`src/design/timer16_pkg.sv`:
```
package timer16_pkg;
  // Register addresses (byte addresses, word wide)
  localparam logic [15:0] ADDR_COUNT      = 16'hFF10;  // Count value, read only
  localparam logic [15:0] ADDR_CC_FIRST   = 16'hFF12;  // Capture/compare register
  localparam logic [15:0] ADDR_MODE_CTRL  = 16'hFF20;  // Mode control
  localparam logic [15:0] ADDR_CC_CTRL    = 16'hFF22;  // Capture/compare control
  localparam logic [15:0] ADDR_PRESCALE   = 16'hFF24;  // Prescaler mode
  localparam logic [15:0] ADDR_OUT_CTRL   = 16'hFF26;  // Output control
  localparam logic [15:0] ADDR_STATUS     = 16'hFF28;  // Status, write one to clear

  // Mode control fields
  localparam int MODE_OVF_BIT     = 0;   // Overflow flag
  localparam int MODE_TOGGLE_BIT  = 1;   // Toggle output on input edge too
  localparam int MODE_SEL2_BIT    = 2;   // Mode select low
  localparam int MODE_SEL3_BIT    = 3;   // Mode select high
  // Capture/compare control fields
  localparam int CC_ROLE_BIT      = 0;   // 1 = capture, 0 = compare
  localparam int CC_SRC_BIT       = 1;   // 1 = primary input opposite edge
  // Prescaler mode fields
  localparam int PRE_DIV_LO       = 0;   // Count clock select, two bits
  localparam int PRI_EDGE_LO      = 4;   // Primary edge select low
  localparam int SEC_EDGE_LO      = 6;   // Secondary edge select low
  // Output control fields
  localparam int OUT_ENABLE_BIT   = 0;   // Shared pin used as output
  localparam int OUT_ONESHOT_BIT  = 1;   // One-shot pulse mode enable
  localparam int OUT_TRIGGER_BIT  = 2;   // One-shot trigger, self clearing

  // Edge select encodings
  localparam logic [1:0] EDGE_FALL = 2'h0;
  localparam logic [1:0] EDGE_RISE = 2'h1;
  localparam logic [1:0] EDGE_BOTH = 2'h3;

  // Operating modes from the two select bits
  typedef enum logic [1:0] {
    MODE_STOP,
    MODE_FREE,
    MODE_EDGE_CLEAR,
    MODE_MATCH_CLEAR
  } mode_type;

  localparam logic [15:0] COUNT_RESET = 16'h0000;
  localparam logic [15:0] COUNT_MAX   = 16'hFFFF;
  localparam logic [15:0] COUNT_ONE   = 16'h0001;
  localparam logic [7:0]  CTRL_RESET  = 8'h00;
endpackage : timer16_pkg

```
`src/design/timer16_capture_compare.sv`:
```
// Added by the designer: the plain strobed port.
`timescale 1ns/1ps
`default_nettype none
// Operation
// - Read-only 16-bit counter, increments per count step
// - Reset forces count to zero
// - Mode bits both zero clears, stops count
// - Edge-clear mode: primary edge clears count
// - Match-clear mode: compare equality clears count
// - One-shot trigger write clears count
// - Control bit 0 picks capture or compare
// - Compare register resets zero, whole writes
// - Compare role: equality raises match interrupt
// - Primary source captures on opposite edge
// - Secondary source captures on selected edge
// - Edge fields in prescaler bits 7..4
// - Zero compare fires on 0000 to 0001
// - Shared pin is input or output, not both
// - Read during capture may be undefined
// - Capture while stopping may be undefined
// - Interval timer interrupts each programmed interval
// - External pulses can be counted
// - Programmable-width single pulse output
// - Counting starts on nonzero mode, stops zero
module timer16_capture_compare #(
  parameter int DIV_WIDTH = 4   // Width of prescaler divider
) (
  input  wire logic        sys_clk,
  input  wire logic        nrst,
  input  wire logic [15:0] reg_addr,
  input  wire logic [15:0] reg_wdata,
  input  wire logic        reg_write,
  input  wire logic        reg_read,
  output logic      [15:0] reg_rdata,
  input  wire logic        primary_timer_input,
  input  wire logic        shared_port_pin_in,
  output logic             shared_port_pin_out,
  output logic             shared_port_pin_oe,
  output logic             match_capture_irq
);
  // Reset release chain
  logic rst_meta_reg;
  logic rst_n;

  // Software-visible registers and internal state
  logic [15:0] count_reg;          // Counter value
  logic [15:0] cc_first_reg;       // Capture/compare value
  logic [3:0]  mode_ctrl_reg;      // Mode select, toggle, overflow
  logic [1:0]  cc_ctrl_reg;        // Role and source select
  logic [7:0]  prescale_reg;       // Edge selects and count clock
  logic [1:0]  out_ctrl_reg;       // Output enable, one-shot enable
  logic        irq_flag_reg;       // Sticky match/capture status
  logic        out_level_reg;      // Waveform output level
  logic        oneshot_active_reg; // One-shot pulse in progress
  logic        wrap_armed_reg;     // Counter wrapped, waiting for 0001
  logic [DIV_WIDTH-1:0] div_reg;   // Prescaler divider
  logic [15:0] rdata_reg;          // Read data, one cycle later

  // Decoded controls
  timer16_pkg::mode_type mode;
  logic       running;
  logic       role_capture;
  logic       src_primary;
  logic [1:0] pri_edge;
  logic [1:0] sec_edge;
  logic [1:0] div_sel;
  logic       step;                // One-cycle count enable
  logic       pri_rise;
  logic       pri_fall;
  logic       sec_rise;
  logic       sec_fall;
  logic       pri_valid;           // Primary valid edge per select
  logic       sec_valid;           // Secondary valid edge per select
  logic       stop_write;          // Software clears both mode bits
  logic       capture_trig;
  logic       match_hit;
  logic       wrap_event;
  logic       clear_count;
  logic       trigger_write;
  logic       irq_event;
  logic       match_clear_mode;

  // Release reset through two flops
  always_ff @(posedge sys_clk or negedge nrst) begin
    if (!nrst) begin
      rst_meta_reg <= 1'b0;
      rst_n        <= 1'b0;
    end else begin
      rst_meta_reg <= 1'b1;
      rst_n        <= rst_meta_reg;
    end
  end

  // Input synchronisers and edge detectors
  timer16_edge_detect pri_detect (
    .sys_clk    (sys_clk),
    .rst_n      (rst_n),
    .pin_in     (primary_timer_input),
    .rise_pulse (pri_rise),
    .fall_pulse (pri_fall)
  );

  timer16_edge_detect sec_detect (
    .sys_clk    (sys_clk),
    .rst_n      (rst_n),
    .pin_in     (shared_port_pin_in),
    .rise_pulse (sec_rise),
    .fall_pulse (sec_fall)
  );

  // Field decode
  always_comb begin
    case ({mode_ctrl_reg[timer16_pkg::MODE_SEL3_BIT], mode_ctrl_reg[timer16_pkg::MODE_SEL2_BIT]})
      2'h0:    mode = timer16_pkg::MODE_STOP;
      2'h1:    mode = timer16_pkg::MODE_FREE;
      2'h2:    mode = timer16_pkg::MODE_EDGE_CLEAR;
      2'h3:    mode = timer16_pkg::MODE_MATCH_CLEAR;
      default: mode = timer16_pkg::MODE_STOP;
    endcase
  end

  assign running          = (mode != timer16_pkg::MODE_STOP);
  assign match_clear_mode = (mode == timer16_pkg::MODE_MATCH_CLEAR);
  assign role_capture     = cc_ctrl_reg[timer16_pkg::CC_ROLE_BIT];
  assign src_primary      = cc_ctrl_reg[timer16_pkg::CC_SRC_BIT];
  assign pri_edge         = prescale_reg[timer16_pkg::PRI_EDGE_LO +: 2];
  assign sec_edge         = prescale_reg[timer16_pkg::SEC_EDGE_LO +: 2];
  assign div_sel          = prescale_reg[timer16_pkg::PRE_DIV_LO +: 2];

  // Count clock: divider output, or secondary valid edges for event counting
  always_comb begin
    case (div_sel)
      2'h0:    step = running;
      2'h1:    step = running & (div_reg[0] == 1'b1);
      2'h2:    step = running & (&div_reg);
      2'h3:    step = running & sec_valid & ~out_ctrl_reg[timer16_pkg::OUT_ENABLE_BIT];
      default: step = 1'b0;
    endcase
  end

  // Primary valid edge per its select; code 10 is never programmed
  always_comb begin
    case (pri_edge)
      timer16_pkg::EDGE_FALL: pri_valid = pri_fall;
      timer16_pkg::EDGE_RISE: pri_valid = pri_rise;
      timer16_pkg::EDGE_BOTH: pri_valid = pri_rise | pri_fall;
      default:                pri_valid = 1'b0;
    endcase
  end

  // Secondary valid edge; one counted pulse per selected edge, not two
  always_comb begin
    case (sec_edge)
      timer16_pkg::EDGE_FALL: sec_valid = sec_fall;
      timer16_pkg::EDGE_RISE: sec_valid = sec_rise;
      timer16_pkg::EDGE_BOTH: sec_valid = sec_rise | sec_fall;
      default:                sec_valid = 1'b0;
    endcase
  end

  // Capture trigger selection
  always_comb begin
    capture_trig = 1'b0;
    if (role_capture) begin
      if (src_primary) begin
        case (pri_edge)
          timer16_pkg::EDGE_RISE: capture_trig = pri_fall;
          timer16_pkg::EDGE_FALL: capture_trig = pri_rise;
          default:                capture_trig = 1'b0;
        endcase
      end else if (!out_ctrl_reg[timer16_pkg::OUT_ENABLE_BIT]) begin
        case (sec_edge)
          timer16_pkg::EDGE_FALL: capture_trig = sec_fall;
          timer16_pkg::EDGE_RISE: capture_trig = sec_rise;
          timer16_pkg::EDGE_BOTH: capture_trig = sec_rise | sec_fall;
          default:                capture_trig = 1'b0;
        endcase
      end
    end
  end

  // Compare hit on a count step; zero value fires only after a wrap
  assign match_hit  = ~role_capture & step & (count_reg == cc_first_reg)
                      & (cc_first_reg != timer16_pkg::COUNT_RESET);
  assign wrap_event = ~role_capture & step & wrap_armed_reg
                      & (cc_first_reg == timer16_pkg::COUNT_RESET)
                      & (count_reg == timer16_pkg::COUNT_RESET);
  assign irq_event  = match_hit | wrap_event | (capture_trig & running);

  // One-shot trigger write
  assign trigger_write = reg_write & (reg_addr == timer16_pkg::ADDR_OUT_CTRL)
                         & reg_wdata[timer16_pkg::OUT_TRIGGER_BIT]
                         & out_ctrl_reg[timer16_pkg::OUT_ONESHOT_BIT];

  // Stop write clears at once, so a read right after it sees zero
  assign stop_write = reg_write & (reg_addr == timer16_pkg::ADDR_MODE_CTRL)
                      & ~reg_wdata[timer16_pkg::MODE_SEL3_BIT]
                      & ~reg_wdata[timer16_pkg::MODE_SEL2_BIT];

  // Trigger, edge and match clear sources for the counter; stop is handled in the counter
  assign clear_count = trigger_write
                     | ((mode == timer16_pkg::MODE_EDGE_CLEAR) & pri_valid)
                     | (match_clear_mode & match_hit);

  // Prescaler divider, free while running
  always_ff @(posedge sys_clk or negedge rst_n) begin
    if (!rst_n) begin
      div_reg <= '0;
    end else if (!running) begin
      div_reg <= '0;
    end else begin
      div_reg <= div_reg + 1'b1;
    end
  end

  // Counter
  always_ff @(posedge sys_clk or negedge rst_n) begin
    if (!rst_n) begin
      count_reg <= timer16_pkg::COUNT_RESET;
    end else if (!running || stop_write) begin
      count_reg <= timer16_pkg::COUNT_RESET;
    end else if (clear_count) begin
      count_reg <= timer16_pkg::COUNT_RESET;
    end else if (step) begin
      count_reg <= count_reg + 1'b1;
    end
  end

  // Wrap tracker for the zero-compare case
  always_ff @(posedge sys_clk or negedge rst_n) begin
    if (!rst_n) begin
      wrap_armed_reg <= 1'b0;
    end else if (!running) begin
      wrap_armed_reg <= 1'b0;
    end else if (step && count_reg == timer16_pkg::COUNT_MAX) begin
      wrap_armed_reg <= 1'b1;
    end else if (step && count_reg == timer16_pkg::COUNT_RESET) begin
      wrap_armed_reg <= 1'b0;
    end
  end

  // Capture/compare register: software write or capture
  always_ff @(posedge sys_clk or negedge rst_n) begin
    if (!rst_n) begin
      cc_first_reg <= timer16_pkg::COUNT_RESET;
    end else if (capture_trig) begin
      cc_first_reg <= count_reg;
    end else if (reg_write && reg_addr == timer16_pkg::ADDR_CC_FIRST) begin
      cc_first_reg <= reg_wdata;
    end
  end

  // Control registers
  always_ff @(posedge sys_clk or negedge rst_n) begin
    if (!rst_n) begin
      mode_ctrl_reg <= timer16_pkg::CTRL_RESET[3:0];
      cc_ctrl_reg   <= timer16_pkg::CTRL_RESET[1:0];
      prescale_reg  <= timer16_pkg::CTRL_RESET;
      out_ctrl_reg  <= timer16_pkg::CTRL_RESET[1:0];
    end else begin
      // Overflow flag: hardware set wins over software clear
      if (reg_write && reg_addr == timer16_pkg::ADDR_MODE_CTRL) begin
        mode_ctrl_reg <= reg_wdata[3:0];
      end
      if (step && count_reg == timer16_pkg::COUNT_MAX && !clear_count) begin
        mode_ctrl_reg[timer16_pkg::MODE_OVF_BIT] <= 1'b1;
      end
      if (reg_write && reg_addr == timer16_pkg::ADDR_CC_CTRL) begin
        cc_ctrl_reg <= reg_wdata[1:0];
      end
      if (reg_write && reg_addr == timer16_pkg::ADDR_PRESCALE) begin
        prescale_reg <= reg_wdata[7:0];
      end
      if (reg_write && reg_addr == timer16_pkg::ADDR_OUT_CTRL) begin
        out_ctrl_reg <= reg_wdata[1:0];
      end
    end
  end

  // Sticky status; set wins over write-one-to-clear
  always_ff @(posedge sys_clk or negedge rst_n) begin
    if (!rst_n) begin
      irq_flag_reg <= 1'b0;
    end else if (irq_event) begin
      irq_flag_reg <= 1'b1;
    end else if (reg_write && reg_addr == timer16_pkg::ADDR_STATUS && reg_wdata[0]) begin
      irq_flag_reg <= 1'b0;
    end
  end

  // Interrupt pulse registered from the event
  always_ff @(posedge sys_clk or negedge rst_n) begin
    if (!rst_n) begin
      match_capture_irq <= 1'b0;
    end else begin
      match_capture_irq <= irq_event;
    end
  end

  // Waveform output: toggles on match, optional input edge, one-shot
  always_ff @(posedge sys_clk or negedge rst_n) begin
    if (!rst_n) begin
      out_level_reg      <= 1'b0;
      oneshot_active_reg <= 1'b0;
    end else if (!running) begin
      out_level_reg      <= 1'b0;
      oneshot_active_reg <= 1'b0;
    end else if (out_ctrl_reg[timer16_pkg::OUT_ONESHOT_BIT]) begin
      // Width is the distance from trigger to compare match
      if (trigger_write) begin
        out_level_reg      <= 1'b1;
        oneshot_active_reg <= 1'b1;
      end else if (oneshot_active_reg && match_hit) begin
        out_level_reg      <= 1'b0;
        oneshot_active_reg <= 1'b0;
      end
    end else if (match_hit || (mode_ctrl_reg[timer16_pkg::MODE_TOGGLE_BIT] && pri_valid)) begin
      out_level_reg <= ~out_level_reg;
    end
  end

  // Shared pin drives only when chosen as output
  assign shared_port_pin_out = out_level_reg;
  assign shared_port_pin_oe  = out_ctrl_reg[timer16_pkg::OUT_ENABLE_BIT];

  // Read mux; unmapped addresses read zero
  always_ff @(posedge sys_clk or negedge rst_n) begin
    if (!rst_n) begin
      rdata_reg <= 16'h0000;
    end else if (reg_read) begin
      case (reg_addr)
        timer16_pkg::ADDR_COUNT:     rdata_reg <= count_reg;
        timer16_pkg::ADDR_CC_FIRST:  rdata_reg <= cc_first_reg;
        timer16_pkg::ADDR_MODE_CTRL: rdata_reg <= {12'h000, mode_ctrl_reg};
        timer16_pkg::ADDR_CC_CTRL:   rdata_reg <= {14'h0000, cc_ctrl_reg};
        timer16_pkg::ADDR_PRESCALE:  rdata_reg <= {8'h00, prescale_reg};
        timer16_pkg::ADDR_OUT_CTRL:  rdata_reg <= {14'h0000, out_ctrl_reg};
        timer16_pkg::ADDR_STATUS:    rdata_reg <= {15'h0000, irq_flag_reg};
        default:                     rdata_reg <= 16'h0000;
      endcase
    end else begin
      rdata_reg <= 16'h0000;
    end
  end

  assign reg_rdata = rdata_reg;
endmodule : timer16_capture_compare
`default_nettype wire

```
`src/design/timer16_edge_detect.sv`:
```
`timescale 1ns/1ps
`default_nettype none
// Two-flop synchroniser with rise/fall pulses taken from the second stage
module timer16_edge_detect (
  input  wire logic sys_clk,
  input  wire logic rst_n,
  input  wire logic pin_in,
  output logic      rise_pulse,
  output logic      fall_pulse
);
  logic meta_reg;   // First stage, read only by sync_reg
  logic sync_reg;   // Second stage
  logic last_reg;   // Previous synchronised level

  // Synchroniser chain and history
  always_ff @(posedge sys_clk or negedge rst_n) begin
    if (!rst_n) begin
      meta_reg <= 1'b0;
      sync_reg <= 1'b0;
      last_reg <= 1'b0;
    end else begin
      meta_reg <= pin_in;
      sync_reg <= meta_reg;
      last_reg <= sync_reg;
    end
  end

  // One pulse per transition
  assign rise_pulse = sync_reg & ~last_reg;
  assign fall_pulse = ~sync_reg & last_reg;
endmodule : timer16_edge_detect
`default_nettype wire

```
`config.mk`:
```
export PLATFORM = sky130hd
export DESIGN_NAME = timer16_capture_compare
export DESIGN_NICKNAME = d
export VERILOG_FILES = /design/src/design/timer16_pkg.sv /design/src/design/timer16_capture_compare.sv /design/src/design/timer16_edge_detect.sv
export SDC_FILE = /design/constraint.sdc
export NUM_CORES = 1
export LEC_CHECK = 0
export BUFFER_PORTS_ARGS = -buffer_cell sky130_fd_sc_hd__buf_2
export CAP_MARGIN = 30
export CORE_MARGIN = 10
export CORE_UTILIZATION = 45
export CTS_BUF_LIST = sky130_fd_sc_hd__clkbuf_8 sky130_fd_sc_hd__clkbuf_16
export DETAILED_ROUTE_END_ITERATION = 16
export PLACE_DENSITY = 0.67
export SLEW_MARGIN = 10
export SYNTH_ARGS = -nofsm -noshare
export SYNTH_HDL_FRONTEND = slang
export SYNTH_HIERARCHICAL = 1
export SYNTH_SLANG_ARGS = --single-unit
```
`constraint.sdc`:
```
create_clock -name sys_clk -period 2.45 [get_ports sys_clk]
set_input_delay 0.245 -clock sys_clk [delete_from_list [all_inputs] [get_ports sys_clk]]
set_output_delay 0.245 -clock sys_clk [all_outputs]
set_load 0.05 [all_outputs]
```
==> results of run 1 <==
## cell usage after synthesis, drive strengths merged (6+ instances only)
cell,count
inv,12
nor3,11
o21ai,19
ha,6
nor4,8
a21oi,10
nand3,9
clkbuf,17
a22oi,6
mux2,20
nor2,49
and3,13
buf,11
a31oi,18
nor3b,8
mux2i,12
a21o,9
xnor2,19
dfrtp,81
nand4,12
nand2,46
## final timing paths
check,startpoint,endpoint,slack [ps],cells after the start
setup / recovery,pri_detect/sync_reg$_DFF_PN0_,count_reg[15]$_DFFE_PN0P_,70,8
hold / removal,reg_wdata[14],cc_first_reg[14]$_DFFE_PN0P_,130,3
setup reg to reg,pri_detect/sync_reg$_DFF_PN0_,count_reg[15]$_DFFE_PN0P_,70,8
hold reg to reg,rst_n$_DFF_PN0_,match_capture_irq$_DFF_PN0_,340,0
max in group asynchronous,rst_n$_DFF_PN0_,prescale_reg[3]$_DFFE_PN0P_,1430,1
min in group asynchronous,nrst,rst_n$_DFF_PN0_,190,2
## logic make-up after synthesis
kind of cell	Yosys count	share of synthesized area, %
buf+inv	40	4.79
flops	81	46.2
other cells	1	0.0854
xor+xnor	20	3.99
mux	32	7.87
simple gates	189	22.8
compound gates	83	12.6
fa+ha+maj	6	1.71
## cell usage in the layout (no fill, tap or decap), types with 8 or more instances in the layout
cell and instances:
a21o_1 9, a21oi_1 10, a31oi_1 17, buf_2 57, buf_4 60, clkbuf_8 10
dfrtp_1 80, inv_1 12, mux2_2 20, mux2i_1 12, nand2_1 46, nand3_1 8
nand4_1 12, nor2_1 49, nor3_1 10, nor3b_1 8, nor4_1 8, o21ai_0 10
xnor2_1 18
## what timing repair did
action | 4_1_cts | 5_1_grt
hold endpoints to repair | 4 | 0
endpoints found under the setup margin | 3 | 13
resized for setup | 2 | 11
setup buffers | 1 | 1
pin swaps | 1 | 3
gates cloned | 0 | 1
hold buffers | 3 | 0
## metrics by stage
step,power (µW),setup WS [ps],util [%],hold slack [ps],area [µm²]
finish,2890,65.3,57.9,131,5430
global placement,1960,-159,54.6,30.3,5120
floorplan,1810,27.0,-,-50.6,4390
CTS,2920,10.7,57.0,117,5350
global route,3040,-42.1,57.9,118,5430
detailed placement,1980,-234,54.6,32.3,5120
## critical path, delay by kind of cell (launching register included)
family	cells	cell delay, ps
AND/OR/NAND/NOR	3	1150
AO/OA/AOI/OAI	5	780
flip-flops	1	360
## per-layer routing
| metal | GRT usage, % | up-vias | wire length (µm) |
|---|---|---|---|
| li1 | - | 1820 | - |
| met1 | 21.4 | 1866 | 5170 |
| met2 | 28.9 | 168 | 5960 |
| met3 | 3.86 | 28 | 788 |
| met4 | 5.80 | 0 | 265 |
| met5 | 0 | - | 0 |
## power breakdown
| group | leakage (µW) | internal [µW] | switching (µW) | total (µW) |
|---|---|---|---|---|
| registers | 0.000990 | 1410 | 86.6 | 1500 |
| clock network | 0.0000859 | 406 | 531 | 937 |
| logic | 0.00153 | 229 | 231 | 460 |
| total | 0.00260 | 2040 | 848 | 2890 |
## final cells by class
type / count / area (µm²) / area share [%]
clock inverters: 6 / 48.8 / 0.899
well taps: 129 / 161 / 2.97
flip-flops and latches: 81 / 2030 / 37.4
multi-input cells: 331 / 2230 / 41.0
repair buffers: 121 / 777 / 14.3
inverters: 12 / 45.0 / 0.830
clock buffers: 10 / 138 / 2.54
==> flow_metrics.env, run 1 <==
export IMPL_synth_area_per_cell_um2=9.71
export IMPL_vias=3882
export IMPL_synth_edff_count=0
export IMPL_finalHoldViolCount=0
export IMPL_setup_tns_ps=0
export IMPL_core_area_um2=9370
export IMPL_yosysSeqAreaShare_pct=46.2
export IMPL_cts_buffer_depth=2
export IMPL_synthCells=452
export IMPL_critPathMaxFanout=5
export IMPL_gp_congestion=0.959
export IMPL_outcome="complete, no violations"
export IMPL_port_buffers=56
export IMPL_ys_ff_latch=81
export IMPL_rsz0062_at_grt="true"
export IMPL_dieWidth_um=119
export IMPL_synth_cell_types=58
export IMPL_initial_core_util_pct=46.8
export IMPL_grt_max_degree=46
export IMPL_period_share_pct=97.3
export IMPL_die_h_um=119
export IMPL_startpoint_type="flop"
export IMPL_cts_tree="done"
export IMPL_critPathSlowestCell="or3b_2"
export IMPL_diodes=0
export IMPL_clk_latency_ps=360
export IMPL_slowest_delay_ps=460
export IMPL_place_inst=668
export IMPL_p_per_area_nw_per_um2=533
export IMPL_crit_arrival_ps=2630
export IMPL_antenna_found_initial=0
export IMPL_antenna_left=0
export IMPL_dp_hpwl_mm=9.33
export IMPL_drt_total_wl_mm=12.2
export IMPL_root_buffer="clkbuf_8"
export IMPL_overflow=0
export IMPL_synth_top_area_share_pct=46.2
export IMPL_worstSetupPathType="reg -> reg"
export IMPL_numCtsBuffers=9
export IMPL_synth_top_area_cell="dfrtp_1"
export IMPL_drive_gt1_share_pct=32.6
export IMPL_synth_flop_cell="dfrtp_1"
export IMPL_grt_pass1_wl_mm=20.2
export IMPL_drv_slew=0
export IMPL_grt_pass1_vias=4001
export IMPL_die_area_um2=14100
export IMPL_ys_warn_count=6
export IMPL_nFillCells=869
export IMPL_ioPinCount=57
export IMPL_endpoint_kind="flop"
export IMPL_dr_pass1_iters=5
export IMPL_path_cells="and2b_2 -> a21o_1 -> a22o_1 -> or3b_2 -> o21ai_2 -> o211ai_4 -> or3b_2 -> o311ai_0"
export IMPL_fmax_ghz=0.419
export IMPL_synth_nets=496
export IMPL_vdd_drop_max_v=0.000299
export IMPL_area_delta_synth_final_pct=23.6
export IMPL_cp_common_cell="or3b_2"
export IMPL_drt_iter0_markers=251
export IMPL_synth_area_top_cells="dfrtp_1 (46%), mux2_2 (5.1%), nor2_1 (4.2%)"
export IMPL_wl_per_cell_um=17.6
export IMPL_synthArstFlopShare_pct=100
export IMPL_syn_area_um2=4390
export IMPL_htree_num_levels=3
export IMPL_grtUsageTotal_pct=17.3
export IMPL_relSlewSlack_pct=59.8
export IMPL_hp_class="in -> reg"
export IMPL_cts_sinks=81
export IMPL_setup_viol=0
export IMPL_skew_ps=11.9
export IMPL_cp_required_ps=2700
export IMPL_final_cells=690
export IMPL_num_nets_final=600
export IMPL_leakage_uw=0.00260
export IMPL_fin_crit_ps=2380
export IMPL_cap_violations=0
export IMPL_path_clk_slew_ps=90
export IMPL_worst_pin_slew_ps=603
export IMPL_drc=0
export IMPL_vias_per_cell=5.63
export IMPL_row_count=35
Note: power is estimated with default switching activity, not from simulation.
==> run 2: changes to the inputs <==
- CELL_PAD_IN_SITES_DETAIL_PLACEMENT: default -> 2
- CELL_PAD_IN_SITES_GLOBAL_PLACEMENT: default -> 2
- CORE_UTILIZATION: 45 -> 33
- PLACE_DENSITY: 0.67 -> 0.76
==> run 2 against run 1 <==
Die area grew 30%; clock-buffer cell count grew 1; global-route usage grew 1.1 points.
==> flow_metrics.env, run 2 (same netlist as run 1, synthesis figures left out) <==
export IMPL_setup_viol=0
export IMPL_drt_iter0_markers=237
export IMPL_grt_pass1_wl_mm=26.3
export IMPL_holdWs_ps=143
export IMPL_cts_tree="done"
export IMPL_startpoint_type="flop"
export IMPL_outcome="complete, no violations"
export IMPL_final_cell_mix="dfrtp_1 (80), buf_4 (67), buf_2 (56)"
export IMPL_total_power_uw=3410
export IMPL_placed_area_um2=5280
export IMPL_final_common_cell="dfrtp_1"
export IMPL_postLayoutCellArea_um2=5790
export IMPL_initial_core_util_pct=33.4
export IMPL_drc=0
export IMPL_vias=4080
export IMPL_gp_congestion=0.869
export IMPL_antenna_left=0
export IMPL_rr_worst_depth=10
export IMPL_diodes=0
export IMPL_cts_buffer_depth=2
export IMPL_area_delta_synth_final_pct=31.9
export IMPL_cts_sinks=81
export IMPL_root_buffer="clkbuf_16"
export IMPL_grtUsageTotal_pct=18.3
export IMPL_drt_total_wl_mm=16.8
export IMPL_critPathMaxFanout=12
export IMPL_leakage_uw=0.00275
export IMPL_antenna_found_initial=0
export IMPL_drv_slew=0
export IMPL_holdCritStartpoint="reg_wdata[8]"
export IMPL_port_buffers=56
export IMPL_dp_hpwl_mm=12.5
export IMPL_rsz0062_at_grt="true"
export IMPL_dieWidth_um=135
export IMPL_crit_arrival_ps=2650
export IMPL_finalHoldViolCount=0
export IMPL_relSlewSlack_pct=63.5
export IMPL_path_clk_slew_ps=70
export IMPL_nFillCells=1420
export IMPL_dr_pass1_iters=4
export IMPL_core_area_um2=13100
export IMPL_cp_required_ps=2680
export IMPL_min_to="cc_first_reg[8]$_DFFE_PN0P_"
export IMPL_drive_gt1_share_pct=35.6
export IMPL_cap_violations=0
export IMPL_worst_pin_slew_ps=548
export IMPL_vdd_drop_max_v=0.000278
export IMPL_overflow=0
export IMPL_vias_per_cell=5.47
export IMPL_die_h_um=135
export IMPL_clk_latency_ps=360
export IMPL_worstSetupPathType="reg -> reg"
export IMPL_reg2reg_to="count_reg[14]$_DFFE_PN0P_"
export IMPL_die_area_um2=18300
export IMPL_ioPinCount=57
export IMPL_numCtsBuffers=9
export IMPL_fmax_ghz=0.413
export IMPL_setup_tns_ps=0
export IMPL_p_per_area_nw_per_um2=589
export IMPL_holdPathStages=3
export IMPL_skew_ps=13.3
export IMPL_fin_crit_ps=2420
export IMPL_period_share_pct=98.8
export IMPL_grt_pass1_vias=4749
export IMPL_fin_util_pct=44.1
export IMPL_num_nets_final=609
export IMPL_hp_class="in -> reg"
export IMPL_regToRegStartpoint="cc_first_reg[9]$_DFFE_PN0P_"
export IMPL_row_count=42
export IMPL_endpoint_kind="flop"
export IMPL_htree_num_levels=3
export IMPL_wl_per_cell_um=22.5
export IMPL_grt_max_degree=43
export IMPL_timing_reg2reg_setup_slack_ps=30
## run 2: power breakdown
part | leakage (µW) | switching (µW) | internal (µW) | total, µW
logic | 0.00160 | 253 | 223 | 475
registers | 0.000990 | 94.5 | 1410 | 1500
clock network | 0.000155 | 588 | 842 | 1430
## run 2: per-stage QoR
stage / cells / worst slack [ps]
CTS: 744 / -85.4
global route: 746 / -127
global placement: 725 / -196
floorplan: 452 / 27.0
detailed placement: 725 / -305
finish: 746 / 30.2
## run 2: routing by layer
layer	vias up	wire (µm)	share of wire, %	GRT usage [%]
met4	0	522	3.1	8.19
met3	41	656	3.9	4.12
li1	1850	-	-	-
met5	-	0	0	0
met1	2083	6800	40	20.3
met2	106	8820	52	32.7
## run 2: worst max path at each step
stage          cells after the start                     startpoint                         end  slack [ps]
2_1_floorplan                      0                rst_n$_DFF_PN0_  cc_ctrl_reg[0]$_DFFE_PN0P_          30
3_3_place_gp                       9                    reg_addr[4]    count_reg[8]$_DFFE_PN0P_        -200
3_5_place_dp                      10    prescale_reg[1]$_DFFE_PN0P_   count_reg[15]$_DFFE_PN0P_        -310
4_1_cts                            8  pri_detect/sync_reg$_DFF_PN0_   count_reg[15]$_DFFE_PN0P_         -90
5_1_grt                           10    cc_first_reg[9]$_DFFE_PN0P_   count_reg[14]$_DFFE_PN0P_        -130
6_report                          10    cc_first_reg[9]$_DFFE_PN0P_   count_reg[14]$_DFFE_PN0P_          30
## run 2: area by class of cell
class,instances,area [µm²],share of cell area (%)
clock inverter,5,53.8,0.929
sequential,81,2030,35.1
timing repair buffer,129,865,14.9
multi-input combinational,332,2320,40.1
inverter,12,45.0,0.778
tap,176,220,3.80
clock buffer,11,253,4.37
## run 2: critical path, cell delays in order (launching register included)
cell      delay, ps
dfrtp_1         380
buf_4           150
xnor2_1         150
nand4_1         190
nor4b_2         350
buf_4           200
a31oi_4         100
o211ai_4        260
buf_12          170
nor2_1           60
a211o_1         260
## run 2: repair_timing
item / CTS / global route
hold endpoints to repair: 4 / 0
cloned: 0 / 1
pin swaps: 0 / 6
hold buffers: 3 / 0
endpoints found under the setup margin: 15 / 17
setup buffers: 0 / 1
resized for setup: 8 / 25
